### src/pkg/wdg_pkg.sv
package wdg_pkg;

   // ==========================================================
   // clocking
   // ==========================================================
   localparam int unsigned CORE_CLK_HZ = 125_000_000;
   // nominal rate of the watchdog oscillator, in Hz
   localparam int unsigned RC_OSC_HZ   = 10_000;
   localparam int unsigned RC_DIV      = CORE_CLK_HZ / RC_OSC_HZ;

   // ==========================================================
   // register map
   // ==========================================================
   localparam int unsigned ADDR_W       = 12;
   localparam logic [11:0] CTL_OFS      = 12'hFF0;
   localparam logic [11:0] UPPER_OFS    = 12'hFF1;
   localparam logic [11:0] HIGH_OFS     = 12'hFF2;
   localparam logic [11:0] LOW_OFS      = 12'hFF3;

   // control register fields
   localparam int unsigned CTL_POR_BIT  = 7;
   localparam int unsigned CTL_STOP_BIT = 6;
   localparam int unsigned CTL_WDT_BIT  = 5;
   localparam int unsigned CTL_EXT_BIT  = 4;
   localparam int unsigned CTL_SM_BIT   = 0;
   localparam logic [3:0]  CTL_FLAG_RST = 4'h8;

   // reload and counter values
   localparam logic [23:0] RELOAD_RST   = 24'h00FFFF;
   localparam logic [23:0] REFRESH_LAST = 24'h000002;
   localparam logic [23:0] COUNT_ONE    = 24'h000001;

   // ==========================================================
   // lock sequence codes
   // ==========================================================
   localparam logic [7:0]  UNLOCK_FIRST  = 8'h55;
   localparam logic [7:0]  UNLOCK_SECOND = 8'hAA;
   localparam logic [7:0]  STOP_HALT     = 8'h81;
   localparam logic [7:0]  STOP_RUN      = 8'h00;

   typedef enum logic [2:0] {
      WDG_LK_IDLE = 3'b000,
      WDG_LK_55   = 3'b001,
      WDG_LK_OPEN = 3'b010,
      WDG_LK_HIGH = 3'b011,
      WDG_LK_LOW  = 3'b100
   } wdg_lock_t;

endpackage : wdg_pkg

### src/pkg/wdg_lock_if.sv
`timescale 1ns/1ps
`default_nettype none
interface wdg_lock_if;
   logic       wr_any;
   logic       wr_ctl;
   logic       wr_upper;
   logic       wr_high;
   logic       wr_low;
   logic [7:0] wdata;
   logic       ld_upper;
   logic       ld_high;
   logic       ld_low;
   logic       stop_cfg_we;
   logic       stop_cfg_val;
   modport bus (output wr_any, wr_ctl, wr_upper, wr_high, wr_low, wdata,
                input  ld_upper, ld_high, ld_low, stop_cfg_we, stop_cfg_val);
   modport fsm (input  wr_any, wr_ctl, wr_upper, wr_high, wr_low, wdata,
                output ld_upper, ld_high, ld_low, stop_cfg_we, stop_cfg_val);
endinterface : wdg_lock_if
`default_nettype wire

### src/rtl/wdg_tick.sv
`timescale 1ns/1ps
`default_nettype none
module wdg_tick #(
   parameter int unsigned DIV = 12500
) (
   // clock and reset
   input  wire logic core_clk,
   input  wire logic rst_n,
   // control
   input  wire logic run,
   // one-cycle oscillator tick
   output logic      tick
);
   localparam int unsigned CW = (DIV > 1) ? $clog2(DIV) : 1;

   typedef struct packed {
      logic [CW-1:0] cnt;
      logic          tick;
   } wdg_tick_st_t;

   wdg_tick_st_t s_reg;
   wdg_tick_st_t s_next;

   // divider restarts whenever the oscillator is stopped
   always_comb begin
      s_next      = s_reg;
      s_next.tick = 1'b0;
      if (!run) begin
         s_next.cnt = '0;
      end else if (s_reg.cnt == CW'(DIV - 1)) begin
         s_next.cnt  = '0;
         s_next.tick = 1'b1;
      end else begin
         s_next.cnt = s_reg.cnt + CW'(1);
      end
   end

   always_ff @(posedge core_clk) begin
      if (!rst_n) begin
         s_reg <= '0;
      end else begin
         s_reg <= s_next;
      end
   end

   assign tick = s_reg.tick;
endmodule : wdg_tick
`default_nettype wire

### src/rtl/wdg_top.sv
`timescale 1ns/1ps
`default_nettype none
module wdg_top #(
   parameter int unsigned RC_DIV = wdg_pkg::RC_DIV
) (
   // clock and reset
   input  wire logic                      core_clk,
   input  wire logic                      rst_n,
   // register port
   input  wire logic [wdg_pkg::ADDR_W-1:0] reg_addr,
   input  wire logic [7:0]                reg_wdata,
   input  wire logic                      reg_wr,
   input  wire logic                      reg_rd,
   output logic      [7:0]                reg_rdata,
   // processor state
   input  wire logic                      refresh_instruction,
   input  wire logic                      debug_mode,
   input  wire logic                      stop_mode,
   // option bits
   input  wire logic                      always_on_option,
   input  wire logic                      timeout_response_option,
   // time-out responses
   output logic                           irq_req,
   output logic                           reset_req,
   output logic                           stop_recovery,
   // status
   output logic                           watchdog_on,
   output logic                           rc_osc_run
);
   import wdg_pkg::*;

   // ==========================================================
   // state
   // ==========================================================
   typedef struct packed {
      logic        on;
      logic        osc;
      logic [23:0] count;
      logic [7:0]  reload_upper_byte;
      logic [7:0]  reload_high_byte;
      logic [7:0]  reload_low_byte;
      logic [3:0]  flags;
      logic        stop_halt;
      logic        refresh_pend;
      logic        irq;
      logic        rst_req;
      logic        smr;
      logic [7:0]  rdata;
   } wdg_top_st_t;

   wdg_top_st_t s_reg;
   wdg_top_st_t s_next;

   // flag nibble positions, relative to the control register's bit 4
   localparam int unsigned FP = CTL_POR_BIT - CTL_EXT_BIT;
   localparam int unsigned FS = CTL_STOP_BIT - CTL_EXT_BIT;
   localparam int unsigned FW = CTL_WDT_BIT - CTL_EXT_BIT;

   logic        tick;
   logic [23:0] reload_value;
   logic        sel_ctl;
   logic        sel_upper;
   logic        sel_high;
   logic        sel_low;
   logic        timeout;
   logic        refresh_ok;
   logic [7:0]  ctl_view;

   // ==========================================================
   // oscillator tick
   // ==========================================================
   // the oscillator is emulated by a divider of the core clock;
   // a real oscillator would need a synchroniser here instead
   wdg_tick #(
      .DIV  (RC_DIV)
   ) u_tick (
      .core_clk (core_clk),
      .rst_n    (rst_n),
      .run      (s_reg.osc),
      .tick     (tick)
   );

   // ==========================================================
   // lock sequence
   // ==========================================================
   wdg_lock_if lock_bus ();

   assign sel_ctl   = (reg_addr == CTL_OFS);
   assign sel_upper = (reg_addr == UPPER_OFS);
   assign sel_high  = (reg_addr == HIGH_OFS);
   assign sel_low   = (reg_addr == LOW_OFS);

   assign lock_bus.wr_any   = reg_wr;
   assign lock_bus.wr_ctl   = reg_wr && sel_ctl;
   assign lock_bus.wr_upper = reg_wr && sel_upper;
   assign lock_bus.wr_high  = reg_wr && sel_high;
   assign lock_bus.wr_low   = reg_wr && sel_low;
   assign lock_bus.wdata    = reg_wdata;

   wdg_unlock u_unlock (
      .core_clk (core_clk),
      .rst_n    (rst_n),
      .lk       (lock_bus)
   );

   // ==========================================================
   // counter helpers
   // ==========================================================
   assign reload_value = {s_reg.reload_upper_byte,
                          s_reg.reload_high_byte,
                          s_reg.reload_low_byte};

   // at a count of two or below a refresh would race the time-out, so it is not taken
   assign refresh_ok = (s_reg.count > REFRESH_LAST);

   assign timeout = s_reg.on && tick && !((s_reg.refresh_pend || debug_mode) && refresh_ok)
                    && (s_reg.count == COUNT_ONE);

   assign ctl_view = {s_reg.flags, 3'b000, s_reg.stop_halt};

   // ==========================================================
   // next state
   // ==========================================================
   always_comb begin
      s_next         = s_reg;
      s_next.irq     = 1'b0;
      s_next.rst_req = 1'b0;
      s_next.smr     = 1'b0;
      s_next.rdata   = 8'h00;

      // ---- enable: never turns off again ----
      if (!s_reg.on) begin
         if (refresh_instruction || always_on_option) begin
            s_next.on           = 1'b1;
            s_next.count        = reload_value;
            s_next.refresh_pend = 1'b0;
         end
      end else begin
         // requests are held until the next oscillator tick; one that arrives in a tick cycle is dropped
         if (refresh_instruction) begin
            s_next.refresh_pend = 1'b1;
         end
         if (tick) begin
            s_next.refresh_pend = 1'b0;
            if ((s_reg.refresh_pend || debug_mode) && refresh_ok) begin
               s_next.count = reload_value;
            end else begin
               // wraps through zero to all ones and keeps going
               s_next.count = s_reg.count - COUNT_ONE;
            end
         end
      end

      // ---- oscillator gating in stop ----
      s_next.osc = s_next.on && !(stop_mode && s_reg.stop_halt);

      // ---- stop configuration through the lock sequence ----
      if (lock_bus.stop_cfg_we) begin
         s_next.stop_halt = lock_bus.stop_cfg_val;
      end

      // ---- reload bytes, only when unlocked ----
      if (lock_bus.ld_upper) begin
         s_next.reload_upper_byte = reg_wdata;
      end
      if (lock_bus.ld_high) begin
         s_next.reload_high_byte = reg_wdata;
      end
      if (lock_bus.ld_low) begin
         s_next.reload_low_byte = reg_wdata;
      end

      // ---- register reads ----
      if (reg_rd) begin
         if (sel_ctl) begin
            s_next.rdata = ctl_view;
            s_next.flags = 4'h0;
         end else if (sel_upper) begin
            s_next.rdata = s_reg.reload_upper_byte;
         end else if (sel_high) begin
            s_next.rdata = s_reg.reload_high_byte;
         end else if (sel_low) begin
            s_next.rdata = s_reg.reload_low_byte;
         end else begin
            s_next.rdata = 8'h00;
         end
      end

      // ---- time-out response; placed after the read so a set wins ----
      if (timeout) begin
         s_next.flags[FW] = 1'b1;
         if (stop_mode) begin
            s_next.smr       = 1'b1;
            s_next.flags[FS] = 1'b1;
            s_next.flags[FP] = 1'b0;
            if (!timeout_response_option) begin
               s_next.irq = 1'b1;
            end
         end else if (timeout_response_option) begin
            s_next.rst_req   = 1'b1;
            s_next.flags[FS] = 1'b0;
         end else begin
            s_next.irq = 1'b1;
         end
      end
   end

   // ==========================================================
   // state register
   // ==========================================================
   // control writes never reach flags; only the lock path sees them
   always_ff @(posedge core_clk) begin
      if (!rst_n) begin
         s_reg                   <= '0;
         s_reg.reload_upper_byte <= RELOAD_RST[23:16];
         s_reg.reload_high_byte  <= RELOAD_RST[15:8];
         s_reg.reload_low_byte   <= RELOAD_RST[7:0];
         s_reg.flags             <= CTL_FLAG_RST;
      end else begin
         s_reg <= s_next;
      end
   end

   // ==========================================================
   // outputs
   // ==========================================================
   assign reg_rdata     = s_reg.rdata;
   assign irq_req       = s_reg.irq;
   assign reset_req     = s_reg.rst_req;
   assign stop_recovery = s_reg.smr;
   assign watchdog_on   = s_reg.on;
   assign rc_osc_run    = s_reg.osc;

endmodule : wdg_top
`default_nettype wire

### src/rtl/wdg_unlock.sv
`timescale 1ns/1ps
`default_nettype none
module wdg_unlock (
   // clock and reset
   input wire logic core_clk,
   input wire logic rst_n,
   // write stream and load strobes
   wdg_lock_if.fsm  lk
);
   import wdg_pkg::*;

   typedef struct packed {
      wdg_lock_t st;
   } wdg_unlock_st_t;

   wdg_unlock_st_t s_reg;
   wdg_unlock_st_t s_next;

   always_comb begin
      s_next          = s_reg;
      lk.ld_upper     = 1'b0;
      lk.ld_high      = 1'b0;
      lk.ld_low       = 1'b0;
      lk.stop_cfg_we  = 1'b0;
      lk.stop_cfg_val = (lk.wdata == STOP_HALT);
      if (lk.wr_any) begin
         // any write off the expected path drops the lock
         s_next.st = WDG_LK_IDLE;
         case (s_reg.st)
            WDG_LK_55: begin
               if (lk.wr_ctl && lk.wdata == UNLOCK_SECOND) s_next.st = WDG_LK_OPEN;
            end
            WDG_LK_OPEN: begin
               if (lk.wr_ctl && (lk.wdata == STOP_HALT || lk.wdata == STOP_RUN)) begin
                  lk.stop_cfg_we = 1'b1;
               end else if (lk.wr_upper) begin
                  lk.ld_upper = 1'b1;
                  s_next.st   = WDG_LK_HIGH;
               end
            end
            WDG_LK_HIGH: begin
               if (lk.wr_high) begin
                  lk.ld_high = 1'b1;
                  s_next.st  = WDG_LK_LOW;
               end
            end
            WDG_LK_LOW: begin
               if (lk.wr_low) lk.ld_low = 1'b1;
            end
            default: begin
               s_next.st = WDG_LK_IDLE;
            end
         endcase
         // a fresh first code always restarts the sequence
         if (s_next.st == WDG_LK_IDLE && lk.wr_ctl && lk.wdata == UNLOCK_FIRST) s_next.st = WDG_LK_55;
      end
   end

   always_ff @(posedge core_clk) begin
      if (!rst_n) begin
         s_reg.st <= WDG_LK_IDLE;
      end else begin
         s_reg <= s_next;
      end
   end
endmodule : wdg_unlock
`default_nettype wire

### config.mk
export PLATFORM = sky130hd
export DESIGN_NAME = wdg_top
export DESIGN_NICKNAME = d
export VERILOG_FILES = /design/src/pkg/wdg_pkg.sv /design/src/pkg/wdg_lock_if.sv /design/src/rtl/wdg_tick.sv /design/src/rtl/wdg_top.sv /design/src/rtl/wdg_unlock.sv
export SDC_FILE = /design/constraint.sdc
export NUM_CORES = 1
export LEC_CHECK = 0
export ABC_AREA = 1
export BUFFER_PORTS_ARGS = -buffer_cell sky130_fd_sc_hd__buf_2
export CAP_MARGIN = 15
export CORE_AREA = 5 5 99 101
export CTS_BUF_LIST = sky130_fd_sc_hd__clkbuf_4 sky130_fd_sc_hd__clkbuf_8
export DETAILED_ROUTE_END_ITERATION = 12
export DIE_AREA = 0 0 104 106
export PLACE_DENSITY_LB_ADDON = 0.12
export SYNTH_ARGS = -nofsm -noshare
export SYNTH_HDL_FRONTEND = slang
export SYNTH_SLANG_ARGS = --single-unit
### constraint.sdc
create_clock -name core_clk -period 1.67 [get_ports core_clk]
set_input_delay 0.334 -clock core_clk [delete_from_list [all_inputs] [get_ports core_clk]]
set_output_delay 0.334 -clock core_clk [all_outputs]
set_load 0.1 [all_outputs]
Word-level counts from Yosys, hierarchy flattened
Cells that the tools add are included.
{ "word_totals": {"latch_bits": 0, "inputBits": 29, "romBits": 0, "ram_bits": 0, "register_bits": 84, "word_cells": 120, "output_inout_bits": 13, "mem_count": 0} }
{ "op_classes": {"shifts": 0, "n_mux": 44, "eq_ne": 15, "addsub": 2, "n_reduce_logical": 34, "div_mod_pow": 0, "n_lt_le_gt_ge": 1, "bitwise_logic": 5, "n_mul": 0} }
{ "ops": {"columns": ["cell", "count"], "rows": [
  ["24-bit two-way mux", 4],
  ["12-bit == test (second input constant)", 4],
  ["8-bit two-way mux", 4],
  ["1-bit two-way mux", 26],
  ["24-bit by 1-bit == test with 1-bit output (second input constant)", 1],
  ["24-bit by 2-bit greater-than comparator with 1-bit output (second input constant)", 1],
  ["24-bit by 1-bit subtractor with 24-bit output (second input constant)", 1],
  ["8-bit == test (second input constant)", 2],
  ["3-bit two-way mux", 5],
  ["14-bit by 1-bit adder with 14-bit output (second input constant)", 1],
  ["14-bit == test (second input constant)", 1],
  ["1-bit logical AND", 14],
  ["2-bit AND reduction", 6],
  ["3-bit one-hot mux with 3 select lines", 1],
  ["3-bit OR reduction", 3],
  ["8-bit by 7-bit == test with 1-bit output (second input constant)", 1],
  ["8-bit zero test", 1],
  ["4-bit two-way mux", 2],
  ["3-bit by 2-bit == test with 1-bit output (second input constant)", 2],
  ["2-bit nonzero test", 3],
  ["1-bit inverter", 5],
  ["2-bit two-way mux", 2],
  ["3-bit by 1-bit == test with 1-bit output (second input constant)", 1],
  ["3-bit == test (second input constant)", 1],
  ["6 further kinds", 9]
]} }

Logic depth before layout (Yosys ltp)
{ "depth": {"word_depth": 10, "mapped_depth": 13, "ltp_nobuf": 12} }

Cells and area by module
A second synthesis with hierarchy kept.
{ "unflattened": {"hier_cells": 746, "hier_area_um2": 4878.4} }
{ "by_module_without_submodules": {"columns": ["mod", "n_inst", "seq_area_each_um2", "cells_per_inst", "area_per_inst_um2"], "rows": [
  ["wdg_top", 1, 1321.3, 563, 3759.9],
  ["wdg_tick", 1, 300.3, 123, 802.0],
  ["wdg_unlock", 1, 60.1, 60, 316.6]
]} }

Least setup slack after synthesis
Ideal clock, no wire load.
{ "synth_timing": {"path_type": "register to register", "from": "register s_reg, in the netlist watchdog_on", "to": "register s_reg[43] (netlist bit)", "t_required_ps": 1612, "setup_ps": 58, "path_slack_ps": -409, "arrival_time_ps": 2021, "path_stages_with_launch": 8, "synth_period_minus_slack_ps": 2079, "cell_sequence": "dfxtp_1 buf_4 nor3_1 or2_1 nor2_2 buf_2 nand3_1 nand2_1"} }
{ "synth_between": {"elab_chain_len": 2, "elab_cells_between_ends": 4} }
{ "synth_lines": {"columns": ["element", "line_no", "text"], "rows": [
  ["from (decl)", "wdg_top.sv:51", "wdg_top_st_t s_reg;"],
  ["from (signal assigned)", "wdg_top.sv:220", "s_reg <= s_next;"],
  ["2-bit by 1-bit != test with 1-bit output (no line) or 2-bit nonzero test (tied branches)", null, null],
  ["2-bit AND reduction (no line)", null, null]
]} }
Several ways; a longest one is shown, not always the timed one.
A chain may end at the register's enable or synchronous reset.

Final worst setup path
{ "layout_timing": {"from": "register s_reg[41] (netlist bit)", "to": "register s_reg[58] (netlist bit)"} }
{ "layout_between": {"elab_chain_len": 5, "elab_cells_between_ends": 6} }
{ "layout_lines": {"columns": ["element", "line_no", "text"], "rows": [
  ["24-bit by 2-bit greater-than comparator with 1-bit output", "wdg_top.sv:114", "assign refresh_ok = (s_reg.count > REFRESH_LAST);"],
  ["1-bit logical AND", "wdg_top.sv:145", "if ((s_reg.refresh_pend || debug_mode) && refresh_ok) begin"],
  ["24-bit two-way mux (*)", "wdg_top.sv:145", null],
  ["24-bit two-way mux (*)", "wdg_top.sv:143", "if (tick) begin"],
  ["24-bit two-way mux (*)", "wdg_top.sv:132", "if (!s_reg.on) begin"]
]} }
Every way passes the cells marked *; elsewhere a longest branch is shown, timed or not. The select of a mux whose other input is x is not followed.

==> results.md <==
- Tot GR Track Use: 0.230
- First-pass GRT wire length: 20900 um
- CP Launch Type: flip-flop
- # setup viols final: 0
- Die height: 106 um
- Max Clock Skew: 0.0143 ns
- H-tree depth: 3
- Pins over their slew limit: 0
- Worst-path fanout max: 24
- Synth Area in Adders: 0.0107
- Ys flop type: dfxtp_1
- Status: finished, final reports clean
- Slew Limit Headroom: 0.573
- Placer Congestion: 0.896
- P per Cell Area: 858 nW/um^2
- Reg2reg end: s_reg[58]$_SDFFE_PN0P_
- Area of the mapped netlist: 4670 um^2
- Port Buf Inserts: 41
- CTS clk-pin slew, worst paths: 0.10 ns
- Via density: 5.31
- Fraction of the mapped netlist area in compound gates: 0.0966
- Die X: 104 um
- Setup TNS: 0 ns
- Seq/Total Area, Yosys: 0.360
- Cells after synthesis: 707
- Final period util: 0.964
- Data arrival, critical path: 1.92 ns
- Largest net degree at the start of global routing: 25
- Unrepaired setup endpoints after global routing: true
- Post-Synth XOR/XNOR Area: 0.0187
- Crit end category: flip-flop
- Total CTS buffers: 9
- Hold depth: 2
- Max cap viols: 0
- Total wire length: 12600 um
- TritonCTS clock tree: built
- Max reg flops: 25
- Synth Area in Simple Gates: 0.400
- Synth Register Bits: 84
- EDFF count, synth: 0
- Cell with the most instances after synthesis: nand2_1
- Synth top area share: 0.360
- Synth cell types: 38
- Die Area: 11000 um^2
- R2R Path Start: s_reg[41]$_SDFFE_PN0P_
- Min Clock Period, post-route: 1.61 ns
- Initial drt markers: 258
- Final hold slack: 0.147 ns
- Hold Path Sink: irq_req$_SDFF_PN0_
- Final Util: 0.611
- Post-Place Cells: 862
- Kind of critical path: reg2reg
- Reg2Reg Depth: 12
- # diodes: 0
- Synth Net Count: 740
- Mux cell area share after synthesis: 0
- Initial antenna violation count: 0
- Proportion of layout cells with a drive suffix above 1: 0.195
- DRC: 0
- Final net count: 797
- Syn avg cell area: 6.61 um^2
- Cell Rows: 35
- Worst slew pin tran: 0.638 ns
- Num Clock Sinks: 84
- Routed len/inst: 14.3 um
- Gr ovfl total: 0
- Total vias in the final route: 4669
- Clock latency at the later pin of the worst-skew pair: 0.36 ns
- Worst hold start: timeout_response_option
- Total core area: 8930 um^2
- TritonRoute pass-1 iters: 6
- Synth Warn #: 0
- Hold crit path type: in2reg
- Fin cells: 880
- Pleak: 2.59 nW
- Initial cell density of the core: 0.523
- Number of global-route vias before repair: 4436
- Largest family of logic cells by synthesized area: simple AND/OR/NAND/NOR gates
- Root buf cell: clkbuf_8
- DP Wirelength: 9540 um
- Area delta synth->final: 16.8%
- Hold-fix buffers, CTS: 0
- DP Area: 5100 um^2
- List of most frequent post-synthesis cells: nand2_1 (212), inv_1 (93), dfxtp_1 (84)
- Async set or reset register ratio after synthesis: 0
- Top cells by area, synth: dfxtp_1 (36%), nand2_1 (17%), inv_1 (7.5%), nand3_1 (7.4%), nor2_1 (5.1%)
- Post-layout instance area: 5460 um^2
- Antenna-violating nets left: 0
- Req. time, crit path: 1.98 ns
- Post-synth top area cell: dfxtp_1
- Io pins: 42
- Fmax: 621 MHz
- R2R setup slack: 0.06 ns
- Longest Clk Path Bufs: 2
- Final Hold Fails: 0
- Maximum vdd ir drop: 0.000517 V
## per-layer routing
layer	share of wire	track usage
met5	0	0
met4	0.028	0.0907
met3	0.057	0.0401
met2	0.48	0.392
met1	0.43	0.288
## stage by stage
step | setup slack, ns | total power [mW]
2_1_floorplan | 0.0477 | 2.71
3_3_place_gp | -0.122 | 2.94
3_5_place_dp | -0.174 | 2.96
4_1_cts | 0.0207 | 4.65
5_1_grt | -0.0428 | 4.91
6_report | 0.0598 | 4.68
## cell families (layout without fill, tap and decap cells)
kind of cell / after synthesis / after routing
AND/OR/NAND/NOR: 414 / 414
buffers and inverters: 123 / 185
flip-flops: 84 / 84
AO/OA/AOI/OAI: 72 / 72
XOR/XNOR: 10 / 10
adder cells (fa/ha/maj): 4 / 4
## worst max-delay path, cell delays in order, from the launching register on
cell and delay (ns):
dfxtp_4 0.37, inv_4 0.07, ha_4 0.12, inv_2 0.03
nand2_1 0.06, nand2_1 0.06, nor2_2 0.15, nand3_4 0.11
nand2_4 0.13, nand2_8 0.13, nand2_1 0.15, nand3_1 0.08
nand2_1 0.09
## cell type report
| class | instances | area [um^2] |
|---|---|---|
| Clock buffer | 10 | 138 |
| Clock inverter | 6 | 93.8 |
| Fill cell | 881 | 3470 |
| Inverter | 96 | 363 |
| Multi-Input combinational cell | 500 | 2560 |
| Sequential cell | 84 | 1690 |
| Tap cell | 111 | 139 |
| Timing Repair Buffer | 73 | 474 |
## worst max-delay path by stage
stage,start,end,slack (ns)
floorplan,rc_osc_run$_SDFF_PN0_,u_tick.s_reg[13]$_SDFF_PP0_,0.05
global placement,refresh_instruction,s_reg[61]$_SDFFE_PN0P_,-0.12
detailed placement,refresh_instruction,s_reg[42]$_SDFFE_PN0P_,-0.17
CTS,s_reg[41]$_SDFFE_PN0P_,s_reg[54]$_SDFFE_PN0P_,0.02
global route,s_reg[41]$_SDFFE_PN0P_,s_reg[59]$_SDFFE_PN0P_,-0.04
finish,s_reg[41]$_SDFFE_PN0P_,s_reg[58]$_SDFFE_PN0P_,0.06
## where the power goes
group / switching, mW / total, mW / leakage (nW) / internal (mW)
clock: 0.809 / 1.71 / 0.113 / 0.897
combinational: 0.537 / 0.833 / 1.79 / 0.296
sequential: 0.0791 / 2.14 / 0.685 / 2.06
total: 1.43 / 4.68 / 2.59 / 3.26
## cell usage in the layout (no fill, tap or decap), types with 10 or more instances in the layout
master / synthesis / layout
buf_2: 7 / 41
nand4_1: 14 / 14
nor3_1: 18 / 18
nand3_1: 69 / 66
o211ai_1: 13 / 13
buf_4: 11 / 29
nor2_1: 64 / 58
nor2_2: 8 / 10
inv_1: 93 / 90
nand2_1: 212 / 201
dfxtp_1: 84 / 80
a21oi_1: 30 / 30
o21ai_0: 19 / 18
clkbuf_8: 0 / 10
nand2_2: 1 / 12
## what timing repair did
| action | in CTS | in global routing |
|---|---|---|
| pin swaps | 0 | 10 |
| setup buffers | 0 | 2 |
| setup endpoints to repair | 24 | 36 |
| gates resized for setup | 1 | 37 |
No activity file was read; power rests on OpenSTA's default activity.
